[config.mk]
export PLATFORM = sky130hd
export DESIGN_NAME = dvmcr_counter
export DESIGN_NICKNAME = d
export VERILOG_FILES = /design/src/dvmcr_pkg.sv /design/src/dvmcr_disp_if.sv /design/src/dvmcr_digit_mux.sv /design/src/dvmcr_counter.sv
export SDC_FILE = /design/constraint.sdc
export NUM_CORES = 1
export LEC_CHECK = 0
export ABC_CLOCK_PERIOD_IN_PS = 7450
export BUFFER_PORTS_ARGS = -buffer_cell sky130_fd_sc_hd__buf_4
export CAP_MARGIN = 20
export CELL_PAD_IN_SITES_DETAIL_PLACEMENT = 2
export CELL_PAD_IN_SITES_GLOBAL_PLACEMENT = 2
export CORE_AREA = 4 4 136 138
export DETAILED_ROUTE_END_ITERATION = 6
export DIE_AREA = 0 0 140 142
export PLACE_DENSITY_LB_ADDON = 0.1
export RECOVER_POWER = 25
export SLEW_MARGIN = 20
export SYNTH_ARGS = -nofsm -noshare
export SYNTH_HDL_FRONTEND = slang
export SYNTH_SLANG_ARGS = --single-unit
[constraint.sdc]
create_clock -name clk -period 7.45 [get_ports clk]
set_clock_uncertainty 0.2 [all_clocks]
set_input_delay 0.745 -clock clk [delete_from_list [all_inputs] [get_ports clk]]
set_output_delay 0.745 -clock clk [all_outputs]
set_load 0.05 [all_outputs]
[src/dvmcr_pkg.sv]
// Constants and types shared by the voltmeter counter and its digit mux.
// Assumes a single 200 MHz clock domain with an active-low async reset.
package dvmcr_pkg;

    localparam int unsigned   DVMCR_NDEC      = 5;
    localparam int unsigned   DVMCR_NFULL     = 4;
    localparam int unsigned   DVMCR_NSYNC_IN  = 6;
    localparam int unsigned   DVMCR_NEV       = 4;

    // Counter values
    localparam logic [1:0]    DVMCR_PRESET_TOP = 2'h3;
    localparam logic [3:0]    DVMCR_BCD_MAX    = 4'h9;
    localparam logic [3:0]    DVMCR_BCD_ZERO   = 4'h0;
    localparam logic [3:0]    DVMCR_PAUSE_CNT  = 4'ha;
    localparam logic [3:0]    DVMCR_CLOSE_THOU = 4'h9;
    localparam logic [3:0]    DVMCR_DIV100_HI  = 4'h5;
    localparam logic [3:0]    DVMCR_BCD_BLANK  = 4'hf;

    // Synchronised pin positions
    localparam int unsigned   DVMCR_PIN_CP    = 0;
    localparam int unsigned   DVMCR_PIN_MP    = 1;
    localparam int unsigned   DVMCR_PIN_XFER  = 2;
    localparam int unsigned   DVMCR_PIN_STEP  = 3;
    localparam int unsigned   DVMCR_PIN_BLANK = 4;
    localparam int unsigned   DVMCR_PIN_DP    = 5;

    // Register byte addresses
    localparam logic [7:0]    DVMCR_ADDR_STATUS = 8'h00;
    localparam logic [7:0]    DVMCR_ADDR_MASK   = 8'h04;
    localparam logic [7:0]    DVMCR_ADDR_RESULT = 8'h08;
    localparam logic [7:0]    DVMCR_ADDR_COUNT  = 8'h0c;

    // Status event bits
    localparam int unsigned   DVMCR_EV_XFER = 0;
    localparam int unsigned   DVMCR_EV_OVR  = 1;
    localparam int unsigned   DVMCR_EV_UNDR = 2;
    localparam int unsigned   DVMCR_EV_MISS = 3;

    localparam logic [3:0]    DVMCR_MASK_RST = 4'h0;

    typedef enum logic [4:0] {
        DVMCR_SEL_A = 5'h01,
        DVMCR_SEL_B = 5'h02,
        DVMCR_SEL_C = 5'h04,
        DVMCR_SEL_D = 5'h08,
        DVMCR_SEL_E = 5'h10
    } dvmcr_sel_e;

    typedef logic [DVMCR_NDEC-1:0][3:0] dvmcr_digits_t;

endpackage

[src/dvmcr_disp_if.sv]
// Carries latched digits and display controls from counter to digit mux.
// Both ends sit on the same clock.
interface dvmcr_disp_if;
    import dvmcr_pkg::*;

    dvmcr_digits_t digits;
    logic          blank_all;
    logic          step_rise;
    logic          dp_lvl;

    modport cnt (output digits, output blank_all, output step_rise,
                 output dp_lvl);
    modport mux (input digits, input blank_all, input step_rise,
                 input dp_lvl);
endinterface

[src/dvmcr_digit_mux.sv]
// Digit multiplexer: one-hot decade select ring, leading-zero blanking.
// Assumes step and boundary levels are already synchronised.
module dvmcr_digit_mux
    import dvmcr_pkg::*;
(
    input  wire logic          clk,
    input  wire logic          arst_n,
    dvmcr_disp_if.mux          disp,
    output logic [3:0]         bcd,
    output logic [4:0]         sel
);
    dvmcr_sel_e                state_r;
    dvmcr_sel_e                state_nxt;
    logic [DVMCR_NDEC-1:0]     bnd_r;
    logic [DVMCR_NDEC:0]       lead_zero;
    logic [DVMCR_NDEC-1:0]     above_bnd;
    logic [3:0]                bcd_r;
    logic [3:0]                bcd_nxt;

    // Ring advance
    always_comb begin
        state_nxt = state_r;
        if (disp.step_rise) begin
            case (state_r)
                DVMCR_SEL_A: state_nxt = DVMCR_SEL_B;
                DVMCR_SEL_B: state_nxt = DVMCR_SEL_C;
                DVMCR_SEL_C: state_nxt = DVMCR_SEL_D;
                DVMCR_SEL_D: state_nxt = DVMCR_SEL_E;
                DVMCR_SEL_E: state_nxt = DVMCR_SEL_A;
                default:     state_nxt = DVMCR_SEL_A;
            endcase
        end
    end

    // Own step input
    always_ff @(posedge clk or negedge arst_n) begin
        if (!arst_n) begin
            state_r <= DVMCR_SEL_A;
        end else begin
            state_r <= state_nxt;
        end
    end

    assign lead_zero[DVMCR_NDEC] = 1'b1;
    assign above_bnd[0]          = 1'b0;

    genvar k;
    generate
        for (k = 0; k < DVMCR_NDEC; k++) begin : g_dec
            // Boundary capture
            // Sampled as the decade is left, so the fed-back select
            // has settled on the pin by then.
            always_ff @(posedge clk or negedge arst_n) begin
                if (!arst_n) begin
                    bnd_r[k] <= 1'b0;
                end else if (disp.step_rise && state_r[k]) begin
                    bnd_r[k] <= disp.dp_lvl;
                end
            end
            assign lead_zero[k] = lead_zero[k+1] &&
                                  (disp.digits[k] == DVMCR_BCD_ZERO);
            if (k > 0) begin : g_above
                assign above_bnd[k] = above_bnd[k-1] | bnd_r[k-1];
            end
        end
    endgenerate

    // Selected digit
    // Blank leading zeros
    always_comb begin
        bcd_nxt = DVMCR_BCD_ZERO;
        for (int i = 0; i < DVMCR_NDEC; i++) begin
            if (state_nxt[i]) begin
                if (disp.blank_all || (above_bnd[i] && lead_zero[i])) begin
                    bcd_nxt = DVMCR_BCD_BLANK;
                end else begin
                    bcd_nxt = disp.digits[i];
                end
            end
        end
    end

    always_ff @(posedge clk or negedge arst_n) begin
        if (!arst_n) begin
            bcd_r <= DVMCR_BCD_ZERO;
        end else begin
            bcd_r <= bcd_nxt;
        end
    end

    // One-hot select
    assign sel = state_r;
    assign bcd = bcd_r;
endmodule

[src/dvmcr_counter.sv]
// Function
// Latch count-phase flag two into a holding latch, drive it out.
// With full scale 19,999, latched flag high means overrange.
// Provide divide-by-2,000 tap from the counter chain as underrange cue.
// Tap still low at transfer means count below 10 percent of full scale.
// System supplies power-on reset; counters need it to start defined.
// One decade at a time appears on four BCD outputs 1,2,4,8.
// Exactly one of five decade selects is high, naming shown decade.
// Digit mux advances on its own step input, may be fed by div-100.
// Fed-back decade select on boundary input blanks leading zeros left.
// System ties factory test input high; it is never driven.
// External comparator issues transfer when integrator crosses null.
// External switch gating derives only from the two phase flags.
// Counters step on LOW-to-HIGH edge of active-low count clock.
// Count clock edge with master preset low loads 30,000.
// On reaching 00,000 ignore the next 10 count pulses, then resume.
// One transfer accepted between 00,000 and 39,000; loads the latches.
// Each step edge moves select to next decade, E wraps to A.
//
// Four-and-a-half decade voltmeter counter with register port and irq.
// Assumes all pins are asynchronous and slow next to the 200 MHz clock;
// the test pin is tied off outside and so has no port here.
module dvmcr_counter
    import dvmcr_pkg::*;
(
    input  wire logic          clk,
    input  wire logic          arst_n,
    input  wire logic          count_clock_n,
    input  wire logic          master_preset_n,
    input  wire logic          transfer_n,
    input  wire logic          step_n,
    input  wire logic          blank_n,
    input  wire logic          blank_boundary_in,
    input  wire logic [7:0]    addr,
    input  wire logic [31:0]   wr_data,
    input  wire logic          wr_en,
    input  wire logic          rd_en,
    output logic [31:0]        rd_data,
    output logic               irq,
    output logic               phase_flag_one,
    output logic               phase_flag_two,
    output logic               overrange_latch_out,
    output logic               div100_out,
    output logic               div2000_out,
    output logic               bcd_weight_one,
    output logic               bcd_weight_two,
    output logic               bcd_weight_four,
    output logic               bcd_weight_eight,
    output logic               decade_select_a,
    output logic               decade_select_b,
    output logic               decade_select_c,
    output logic               decade_select_d,
    output logic               decade_select_e
);
    logic [DVMCR_NSYNC_IN-1:0] pin_raw;
    logic [DVMCR_NSYNC_IN-1:0] meta_r;
    logic [DVMCR_NSYNC_IN-1:0] sync_r;
    logic [DVMCR_NSYNC_IN-1:0] prev_r;
    logic                      cp_rise;
    logic                      xfer_fall;

    logic [DVMCR_NFULL-1:0][3:0] dec_r;
    logic [DVMCR_NFULL-1:0][3:0] dec_inc;
    logic [1:0]                top_r;
    logic [1:0]                top_inc;
    logic                      carry;
    logic                      wrap_zero;
    logic                      at_close;
    logic [3:0]                pause_r;
    logic                      count_step;
    logic                      armed_r;
    logic                      xfer_ok;

    logic [DVMCR_NFULL-1:0][3:0] lat_dec_r;
    logic [1:0]                lat_top_r;
    logic                      ovr_r;
    logic                      div100_r;
    logic                      div2000_r;
    logic                      flag1_r;
    logic                      flag2_r;

    logic [DVMCR_NEV-1:0]      ev;
    logic [DVMCR_NEV-1:0]      status_r;
    logic [DVMCR_NEV-1:0]      status_clr;
    logic [DVMCR_NEV-1:0]      mask_r;
    logic [31:0]               rd_data_r;
    logic [31:0]               rd_data_nxt;
    logic                      irq_r;

    logic [3:0]                bcd;
    logic [4:0]                sel;

    dvmcr_disp_if disp ();

    assign pin_raw[DVMCR_PIN_CP]    = count_clock_n;
    assign pin_raw[DVMCR_PIN_MP]    = master_preset_n;
    assign pin_raw[DVMCR_PIN_XFER]  = transfer_n;
    assign pin_raw[DVMCR_PIN_STEP]  = step_n;
    assign pin_raw[DVMCR_PIN_BLANK] = blank_n;
    assign pin_raw[DVMCR_PIN_DP]    = blank_boundary_in;

    // Two-flop synchronisers; prev_r only looks at the second stage
    always_ff @(posedge clk or negedge arst_n) begin
        if (!arst_n) begin
            meta_r <= {DVMCR_NSYNC_IN{1'b1}};
            sync_r <= {DVMCR_NSYNC_IN{1'b1}};
            prev_r <= {DVMCR_NSYNC_IN{1'b1}};
        end else begin
            meta_r <= pin_raw;
            sync_r <= meta_r;
            prev_r <= sync_r;
        end
    end

    // Rising count clock
    assign cp_rise   = sync_r[DVMCR_PIN_CP] && !prev_r[DVMCR_PIN_CP];
    assign xfer_fall = !sync_r[DVMCR_PIN_XFER] && prev_r[DVMCR_PIN_XFER];

    // BCD ripple increment across the full decades, then the binary top
    always_comb begin
        carry = 1'b1;
        for (int i = 0; i < DVMCR_NFULL; i++) begin
            dec_inc[i] = dec_r[i];
            if (carry) begin
                if (dec_r[i] == DVMCR_BCD_MAX) begin
                    dec_inc[i] = DVMCR_BCD_ZERO;
                end else begin
                    dec_inc[i] = dec_r[i] + 4'h1;
                    carry      = 1'b0;
                end
            end
        end
        top_inc   = top_r + {1'b0, carry};
        wrap_zero = carry && (top_r == DVMCR_PRESET_TOP);
    end

    assign count_step = cp_rise && sync_r[DVMCR_PIN_MP] &&
                        (pause_r == 4'h0);
    // 39,000 is entered when the thousands digit steps to nine in top 3
    assign at_close   = count_step && (top_inc == DVMCR_PRESET_TOP) &&
                        (dec_inc[3] == DVMCR_CLOSE_THOU) &&
                        (dec_inc[2:0] == '0);

    // Defined start needs reset
    // Preset to 30,000
    // Ten-count pause
    always_ff @(posedge clk or negedge arst_n) begin
        if (!arst_n) begin
            dec_r   <= '0;
            top_r   <= 2'h0;
            pause_r <= 4'h0;
        end else if (cp_rise) begin
            if (!sync_r[DVMCR_PIN_MP]) begin
                dec_r   <= '0;
                top_r   <= DVMCR_PRESET_TOP;
                pause_r <= 4'h0;
            end else if (pause_r != 4'h0) begin
                pause_r <= pause_r - 4'h1;
            end else begin
                dec_r <= dec_inc;
                top_r <= top_inc;
                if (wrap_zero) begin
                    pause_r <= DVMCR_PAUSE_CNT;
                end
            end
        end
    end

    // Single transfer window
    assign xfer_ok = xfer_fall && armed_r;

    always_ff @(posedge clk or negedge arst_n) begin
        if (!arst_n) begin
            armed_r <= 1'b0;
        end else if (cp_rise && !sync_r[DVMCR_PIN_MP]) begin
            armed_r <= 1'b0;
        end else if (count_step && wrap_zero) begin
            armed_r <= 1'b1;
        end else if (xfer_ok || at_close) begin
            armed_r <= 1'b0;
        end
    end

    // Load output latches
    // Hold flag two
    always_ff @(posedge clk or negedge arst_n) begin
        if (!arst_n) begin
            lat_dec_r <= '0;
            lat_top_r <= 2'h0;
            ovr_r     <= 1'b0;
        end else if (xfer_ok) begin
            lat_dec_r <= dec_r;
            lat_top_r <= top_r;
            ovr_r     <= top_r[1];
        end else if (at_close && armed_r) begin
            // No null crossing in the whole window: far past full scale
            ovr_r <= 1'b1;
        end
    end

    // Divide-by-2,000 tap
    // Divide-by-100 step source
    always_ff @(posedge clk or negedge arst_n) begin
        if (!arst_n) begin
            div100_r  <= 1'b0;
            div2000_r <= 1'b0;
            flag1_r   <= 1'b0;
            flag2_r   <= 1'b0;
        end else begin
            div100_r  <= (dec_r[1] >= DVMCR_DIV100_HI);
            div2000_r <= dec_r[3][1];
            flag1_r   <= top_r[0];
            flag2_r   <= top_r[1];
        end
    end

    // Underrange at transfer
    // Overrange at transfer
    always_comb begin
        ev                = '0;
        ev[DVMCR_EV_XFER] = xfer_ok;
        ev[DVMCR_EV_OVR]  = xfer_ok && top_r[1];
        ev[DVMCR_EV_UNDR] = xfer_ok && (top_r == 2'h0) &&
                            (dec_r[3][3:1] == 3'h0);
        ev[DVMCR_EV_MISS] = at_close && armed_r;
    end

    // Read of status clears it, but a new event in that cycle survives
    assign status_clr = (rd_en && addr == DVMCR_ADDR_STATUS) ?
                        {DVMCR_NEV{1'b1}} : '0;

    always_ff @(posedge clk or negedge arst_n) begin
        if (!arst_n) begin
            status_r <= '0;
        end else begin
            status_r <= (status_r & ~status_clr) | ev;
        end
    end

    always_ff @(posedge clk or negedge arst_n) begin
        if (!arst_n) begin
            mask_r <= DVMCR_MASK_RST;
        end else if (wr_en && addr == DVMCR_ADDR_MASK) begin
            mask_r <= wr_data[DVMCR_NEV-1:0];
        end
    end

    always_comb begin
        rd_data_nxt = 32'h0;
        case (addr)
            DVMCR_ADDR_STATUS: rd_data_nxt = {28'h0, status_r};
            DVMCR_ADDR_MASK:   rd_data_nxt = {28'h0, mask_r};
            DVMCR_ADDR_RESULT: rd_data_nxt = {13'h0, ovr_r, lat_top_r,
                                              lat_dec_r};
            DVMCR_ADDR_COUNT:  rd_data_nxt = {9'h0, armed_r, pause_r,
                                              top_r, dec_r};
            default:           rd_data_nxt = 32'h0;
        endcase
    end

    // Read data stands only in the cycle after the strobe
    always_ff @(posedge clk or negedge arst_n) begin
        if (!arst_n) begin
            rd_data_r <= 32'h0;
            irq_r     <= 1'b0;
        end else begin
            rd_data_r <= rd_en ? rd_data_nxt : 32'h0;
            irq_r     <= |(status_r & mask_r);
        end
    end

    // Half decade shows only the ten-thousands bit of the latched top
    assign disp.digits    = {{3'h0, lat_top_r[0]}, lat_dec_r};
    assign disp.blank_all = !sync_r[DVMCR_PIN_BLANK];
    assign disp.step_rise = sync_r[DVMCR_PIN_STEP] &&
                            !prev_r[DVMCR_PIN_STEP];
    assign disp.dp_lvl    = sync_r[DVMCR_PIN_DP];

    dvmcr_digit_mux u_mux (
        .clk    (clk),
        .arst_n (arst_n),
        .disp   (disp),
        .bcd    (bcd),
        .sel    (sel)
    );

    assign rd_data             = rd_data_r;
    assign irq                 = irq_r;
    // Flags for switch gating
    assign phase_flag_one      = flag1_r;
    assign phase_flag_two      = flag2_r;
    assign overrange_latch_out = ovr_r;
    assign div100_out          = div100_r;
    assign div2000_out         = div2000_r;
    assign bcd_weight_one      = bcd[0];
    assign bcd_weight_two      = bcd[1];
    assign bcd_weight_four     = bcd[2];
    assign bcd_weight_eight    = bcd[3];
    assign decade_select_a     = sel[0];
    assign decade_select_b     = sel[1];
    assign decade_select_c     = sel[2];
    assign decade_select_d     = sel[3];
    assign decade_select_e     = sel[4];
endmodule

==> key figures, run 1 <==
STA
  • Final Max Tran Viols: 47
  • Post-route setup slack: 3.768 ns
  • Min Hold Slack: 0.1567 ns
  • Hold Vio Cnt, Final: 0
  • Setup TNS: 0 ns
  • Worst Tran Pin Value: 2.596 ns
  • Relative slew slack: -73.05%
  • RSZ-0062 raised after global routing: false
  • Achievable Freq: 0.2716 GHz
  • Shortest period the worst path allows: 3.682 ns
  • Final setup vio count: 0
  • Final Cycle Share: 49.42%

Pwr
  • Int Pwr: 948.7 uW
  • Static Leak: 0.002629 uW
  • Pwr dens: 235.1 nW/um^2
  • Maximum vdd drop: 0.1373 mV
  • Sw power: 448.6 uW
  • Sequential power share: 47.5%
  • Combinational Power Share: 20.5%
  • Net Sw Frac: 32.10%
  • Clk pwr share: 32.0%

Logic synthesis
  • Cell area after synthesis: 5096 um^2
  • Syn Inst Count: 488
  • Yosys top cell by area: dfrtp_1
  • Synth async-reset ratio: 100.0%
  • Area contributors post-synth: dfrtp_1, dfstp_2, mux2_2, o21ai_0, nand2_1
  • YS warnings: 0
  • Synthesis-stage register bit count: 106
  • Share of the synthesized area in the top cell type: 44.19%
  • Fraction of the yosys area taken by sequential cells: 52.44%
  • Top cells by count, synth: dfrtp_1, nand2_1, o21ai_0
  • Count leader, synth: dfrtp_1
  • Primary FF master, synth: dfrtp_1
  • Post-synth cell types: 66
  • Synthesized area per cell: 10.44 um^2
  • Number of synthesized flops with an enable pin: 0

Global route
  • Initial antenna violation count: 0
  • Global-route wire length before repair: 23.64 mm
  • Grt total ovfl: 0
  • Total GRT Usage: 14.88%
  • Vias in the first global route: 4273
  • Largest net degree at the start of global routing: 62

Detailed routing
  • Vias: 3872
  • Post-DR wirelength/cell: 18.45 um
  • Drc violations: 0
  • Routed WL: 14.04 mm
  • Final ANT Viol Nets: 0
  • Drt first pass iters: 4
  • DRT iter0 DRCs: 159
  • Vias per cell: 5.088

CTS
  • CTS tree: done
  • Number of hold buffers added after CTS: 0
  • Clk Latency, worst-skew pair: 0.35 ns
  • PostCTS Resize Cnt: 0
  • Num CTS Buffers: 9
  • Post-CTS Setup Repair Bufs: 0
  • Reg clk slew, reported paths: 0.07 ns
  • CTS H-tree lvls: 3
  • Clock Tree Root: clkbuf_16
  • Longest Clk Path Bufs: 2
  • Clock Sinks: 106

Floorplan
  • Die ar.: 19880 um^2
  • Core box area: 17180 um^2
  • Die Height: 142 um
  • Boundary pin count: 97
  • Width of the die: 140 um
  • Starting density of the core: 29.67%
  • Row count: 48

Final layout
  • Area Growth Syn to Fin: 16.65%
  • Diodes inserted: 0
  • Final instance area: 5944 um^2
  • Layout cell share with drive strength beyond 1: 24.07%
  • Layout fillers: 1893
  • Nets@finish: 583
  • Multi-input gate area: 2203 um^2
  • FF+latch area: 2673 um^2

Job
  • MaxCap Viol Count: 1

Placed design
  • Pre-CTS setup slack: 3.643 ns
  • IO Port Bufs: 59
  • Dpl hpwl: 10.12 mm
  • Routability congestion estimate: 0.7662
  • Placed cell areas: 5683 um^2

Setup path
  • Element type at the critical path start: flip-flop
  • CP Class: flip-flop to flip-flop
  • Crit. End Element: flip-flop
  • Worst path arrival time: 3.78 ns
  • CP required: 7.54 ns
  • Crit Path Max Fanout: 13
  • Cell depth of the worst flop-to-flop path: 10

Hold path
  • Worst Hold Path Cells: 0
  • Hold Crit Class: flip-flop to flip-flop

Outcome
  • Failing checks: capacitance limit, slew limit
  • Result of the run: finished with violations
final cells by class:
cell class / count / share of cell area (%)
inverters: 16 / 1.010
well taps: 225 / 4.736
flip-flops and latches: 106 / 44.96
clock inverters: 4 / 0.4841
clock buffers: 12 / 3.978
repair buffers: 62 / 7.767
multi-input cells: 336 / 37.07
cells by family after synthesis:
| logic type | after synthesis | share of synthesized area, % |
|---|---|---|
| other | 1 | 0.07359 |
| flip-flops | 106 | 52.44 |
| AND/OR/NAND/NOR | 164 | 17.87 |
| AO/OA/AOI/OAI | 117 | 14.54 |
| multiplexers | 41 | 9.084 |
| buffers and inverters | 54 | 4.984 |
| adder cells (fa/ha/maj) | 2 | 0.4910 |
| XOR/XNOR | 3 | 0.5157 |
power groups by stage:
| stage | Clock, uW | Sequential (uW) | Combinational [uW] |
|---|---|---|---|
| floorplan | 0 | 722 | 144 |
| global placement | 0 | 673 | 285 |
| global route | 495 | 672 | 312 |
| CTS | 465 | 664 | 290 |
| detailed placement | 0 | 675 | 289 |
| finish | 447 | 664 | 287 |
cell usage in the layout (no fill, tap or decap), types with 5 or more instances in the layout:
cell type / instances
nor3_1: 10
a22oi_1: 6
clkbuf_4: 6
clkbuf_16: 9
nor2b_1: 11
o21ai_0: 38
o31ai_1: 9
dfrtp_1: 90
dfstp_2: 13
a21oi_1: 22
nand3_1: 10
nor4_1: 5
nand2_1: 47
nor2_1: 32
nand2b_1: 9
conb_1: 9
and2_1: 5
buf_4: 55
mux2i_1: 17
mux2_2: 22
o22ai_1: 10
inv_1: 16
layer usage:
layer / vias up / share of wire (%) / wire length [um] / GRT usage [%]
li1: 1818 / - / - / -
met1: 2000 / 48 / 6799 / 20.53
met2: 42 / 48 / 6752 / 24.16
met3: 12 / 2.3 / 316 / 2.621
met4: 0 / 1.3 / 176 / 4.386
met5: - / 0 / 0 / 0
stage by stage:
stage | instances | total power (uW) | utilization, %
floorplan | 496 | 866.5 | -
global placement | 745 | 957.4 | 33.06
detailed placement | 745 | 963.6 | 33.09
CTS | 761 | 1419 | 34.63
global route | 761 | 1478 | 34.61
finish | 761 | 1397 | 34.61
registers in the layout (all words and copies together) (netlist names), 2 cells and up:
name         count
dec_r           16
disp.digits     16
lat_top_r        2
mask_r           4
meta_r           6
pause_r          4
prev_r           3
rd_data         23
status_r         4
sync_r           6
top_r            2
u_mux.bcd        4
u_mux.bnd_r      3
u_mux.sel        5
final timing paths:
kind,start,to,slack (ns)
max,dec_r[0],overrange_latch_out,3.77
min,meta_r[5],sync_r[5],0.16
max reg2reg,dec_r[0],overrange_latch_out,3.77
min reg2reg,meta_r[5],sync_r[5],0.16
max in group asynchronous,arst_n,pause_r[2],4.15
min in group asynchronous,arst_n,u_mux.above_bnd[1],1.00
worst max-delay path: stages (launching register included):
cell and delay [ns]:
dfrtp_1 0.59, and4bb_4 0.35, nand4_1 0.17, nor3_1 0.20, ha_1 0.24, xor2_1 0.16
o2111ai_1 0.12, a2111oi_0 0.66, o2111ai_1 0.33, nor3_1 0.40, a31o_2 0.21
Note: power is estimated with default switching activity, not from simulation.
==> inputs of run 2 (changes only) <==
- ABC_CLOCK_PERIOD_IN_PS: 7450 -> 3330
- clock period: 7.45 -> 3.33 ns (I/O delays scaled with it)
==> key figures, run 2 (synthesized netlist as in run 1, its figures left out) <==
Outcome
  • Result of the run: finished with violations
  • Failing checks: capacitance limit, slew limit

Placed design
  • IO Port Bufs: 59 (unchanged)
  • Routability congestion estimate: 0.8001 (+4.4%)
  • Dpl hpwl: 10.68 mm (+5.6%)

CTS
  • Clk Latency, worst-skew pair: 0.35 ns (about the same)
  • Clock Tree Root: clkbuf_16
  • Longest Clk Path Bufs: 2 (unchanged)
  • Num CTS Buffers: 9 (unchanged)
  • Clock Sinks: 106 (unchanged)
  • CTS H-tree lvls: 3 (unchanged)
  • Post-CTS Setup Repair Bufs: 0 (unchanged)
  • CTS tree: done
  • Reg clk slew, reported paths: 0.07 ns (about the same)

Setup path
  • CP required: 3.35 ns (-4.19 ns)
  • Crit Path Max Fanout: 7 (-6)
  • CP Class: flip-flop to flip-flop
  • Worst path arrival time: 3.05 ns (-0.73 ns)
  • RR Startpoint: dec_r[2]
  • Setup crit start: dec_r[2]
  • Element type at the critical path start: flip-flop
  • Crit. End Element: flip-flop

Global route
  • Initial antenna violation count: 0 (unchanged)
  • Total GRT Usage: 15.23% (+0.35 points)
  • Vias in the first global route: 4432 (+3.7%)
  • Largest net degree at the start of global routing: 47 (-24%)
  • Grt total ovfl: 0 (unchanged)
  • Global-route wire length before repair: 24.12 mm (+2.0%)

STA
  • RSZ-0062 raised after global routing: false
  • Achievable Freq: 0.3300 GHz (+22%)
  • Final setup vio count: 0 (unchanged)
  • Final Max Tran Viols: 42 (-11%)
  • Final Cycle Share: 90.99% (+42 points)
  • Relative slew slack: -54.30% (+19 points)
  • Shortest period the worst path allows: 3.030 ns (-0.6521 ns)
  • Hold Vio Cnt, Final: 0 (unchanged)
  • Worst Tran Pin Value: 2.315 ns (-0.2811 ns)
  • Setup TNS: 0 ns (unchanged)

Final layout
  • Area Growth Syn to Fin: 21.78%
  • Most common cell after layout, fill and taps aside: dfrtp_1
  • Multi-input gate area: 2211 um^2 (+0.34%)
  • Layout cell share with drive strength beyond 1: 26.23% (+2.2 points)
  • Most frequent cells in the layout: dfrtp_1, buf_4, nand2_1
  • Nets@finish: 615 (+5.5%)
  • Layout fillers: 1899 (+0.32%)
  • FF+latch area: 2673 um^2 (unchanged)
  • Diodes inserted: 0 (unchanged)
  • Max FFs per register: 23 (unchanged)

Floorplan
  • Core box area: 17180 um^2 (unchanged)
  • Width of the die: 140 um (unchanged)
  • Die Height: 142 um (unchanged)
  • Die ar.: 19880 um^2 (unchanged)
  • Row count: 48 (unchanged)
  • Starting density of the core: 29.67% (unchanged)
  • Boundary pin count: 97 (unchanged)

Detailed routing
  • Post-DR wirelength/cell: 18.32 um (-0.75%)
  • Drc violations: 0 (unchanged)
  • Vias per cell: 5.014 (-1.5%)
  • Routed WL: 14.53 mm (+3.4%)
  • Drt first pass iters: 4 (unchanged)
  • Vias: 3976 (+2.7%)
  • Final ANT Viol Nets: 0 (unchanged)
  • DRT iter0 DRCs: 166 (+4.4%)

Pwr
  • Pwr dens: 505.1 nW/um^2 (+110%)
  • Maximum vdd drop: 0.2880 mV (+110%)
  • Total power: 3135 uW (+120%)
  • Static Leak: 0.002770 uW (+5.4%)

Hold path
  • Hold_sp: wr_data[2]
  • Hold Crit Class: input pin to flip-flop

Job
  • MaxCap Viol Count: 1 (unchanged)
## run 2: cell count changes in the layout (fill, tap and decap cells not counted), sizes merged
cell and change:
buf +19, clkbuf +5, clkinv -1, dlygate4sd3 +8
inv +1
## run 2: critical path, stage by stage, from the launching register on
cell,delay [ns]
dfrtp_1,0.44
and4bb_4,0.37
nand4_1,0.11
nor3_1,0.20
ha_1,0.24
xor2_1,0.15
o2111ai_1,0.14
a2111oi_2,0.31
buf_4,0.16
o2111ai_1,0.17
o311ai_1,0.30
a22oi_1,0.11
## run 2: repair_timing
item | 4_1_cts | 5_1_grt
hold endpoints to repair | 38 | 1
hold buffers | 7 | 1
resized for setup | 0 | 3
endpoints found under the setup margin | 0 | 3
## run 2: worst paths after layout
check / endpoint / slack (ns) / depth (start not counted)
max in group asynchronous: dec_r[6] / 0.59 / 3
setup reg to reg: armed_r / 0.30 / 11
hold / removal: mask_r[2] / 0.01 / 2
setup / recovery: armed_r / 0.30 / 11
hold reg to reg: sync_r[5] / 0.16 / 0
min in group asynchronous: u_mux.above_bnd[1] / 1.01 / 2
## run 2: per-stage QoR
stage	std cells	instance area (um^2)	hold WS (ns)	utilization [%]	setup slack, ns
after detailed placement	769	5872	0.1481	34.19	0.1574
after global routing	793	6206	-0.001189	36.13	0.01617
final	793	6206	0.01446	36.13	0.3001
after floorplan	496	5126	-0.1626	-	0.5778
after global placement	769	5872	0.1455	34.19	0.3118
after CTS	792	6207	0.006089	36.14	0.1354
## run 2: routing by layer
metal / vias to the layer above / track usage [%] / wire (um) / part of all wire [%]
met5: - / 0 / 0 / 0
met3: 14 / 3.327 / 397 / 2.7
met4: 0 / 4.488 / 241 / 1.7
met2: 42 / 25.53 / 7045 / 49
met1: 2044 / 19.94 / 6841 / 47
li1: 1876 / - / - / -
## run 2: final cells by class
cell class | count | area share [%]
Sequential cell | 106 | 43.06
Multi-Input combinational cell | 336 | 35.63
Timing Repair Buffer | 94 | 11.53
Tap cell | 225 | 4.536
Clock buffer | 12 | 3.810
Inverter | 16 | 0.9677
Clock inverter | 4 | 0.4637
## run 2: power breakdown
group | leakage (uW) | internal (uW) | switching [uW]
Clock | 0.000123 | 510 | 475
Combinational | 0.00128 | 246 | 432
Sequential | 0.00137 | 1380 | 88.6
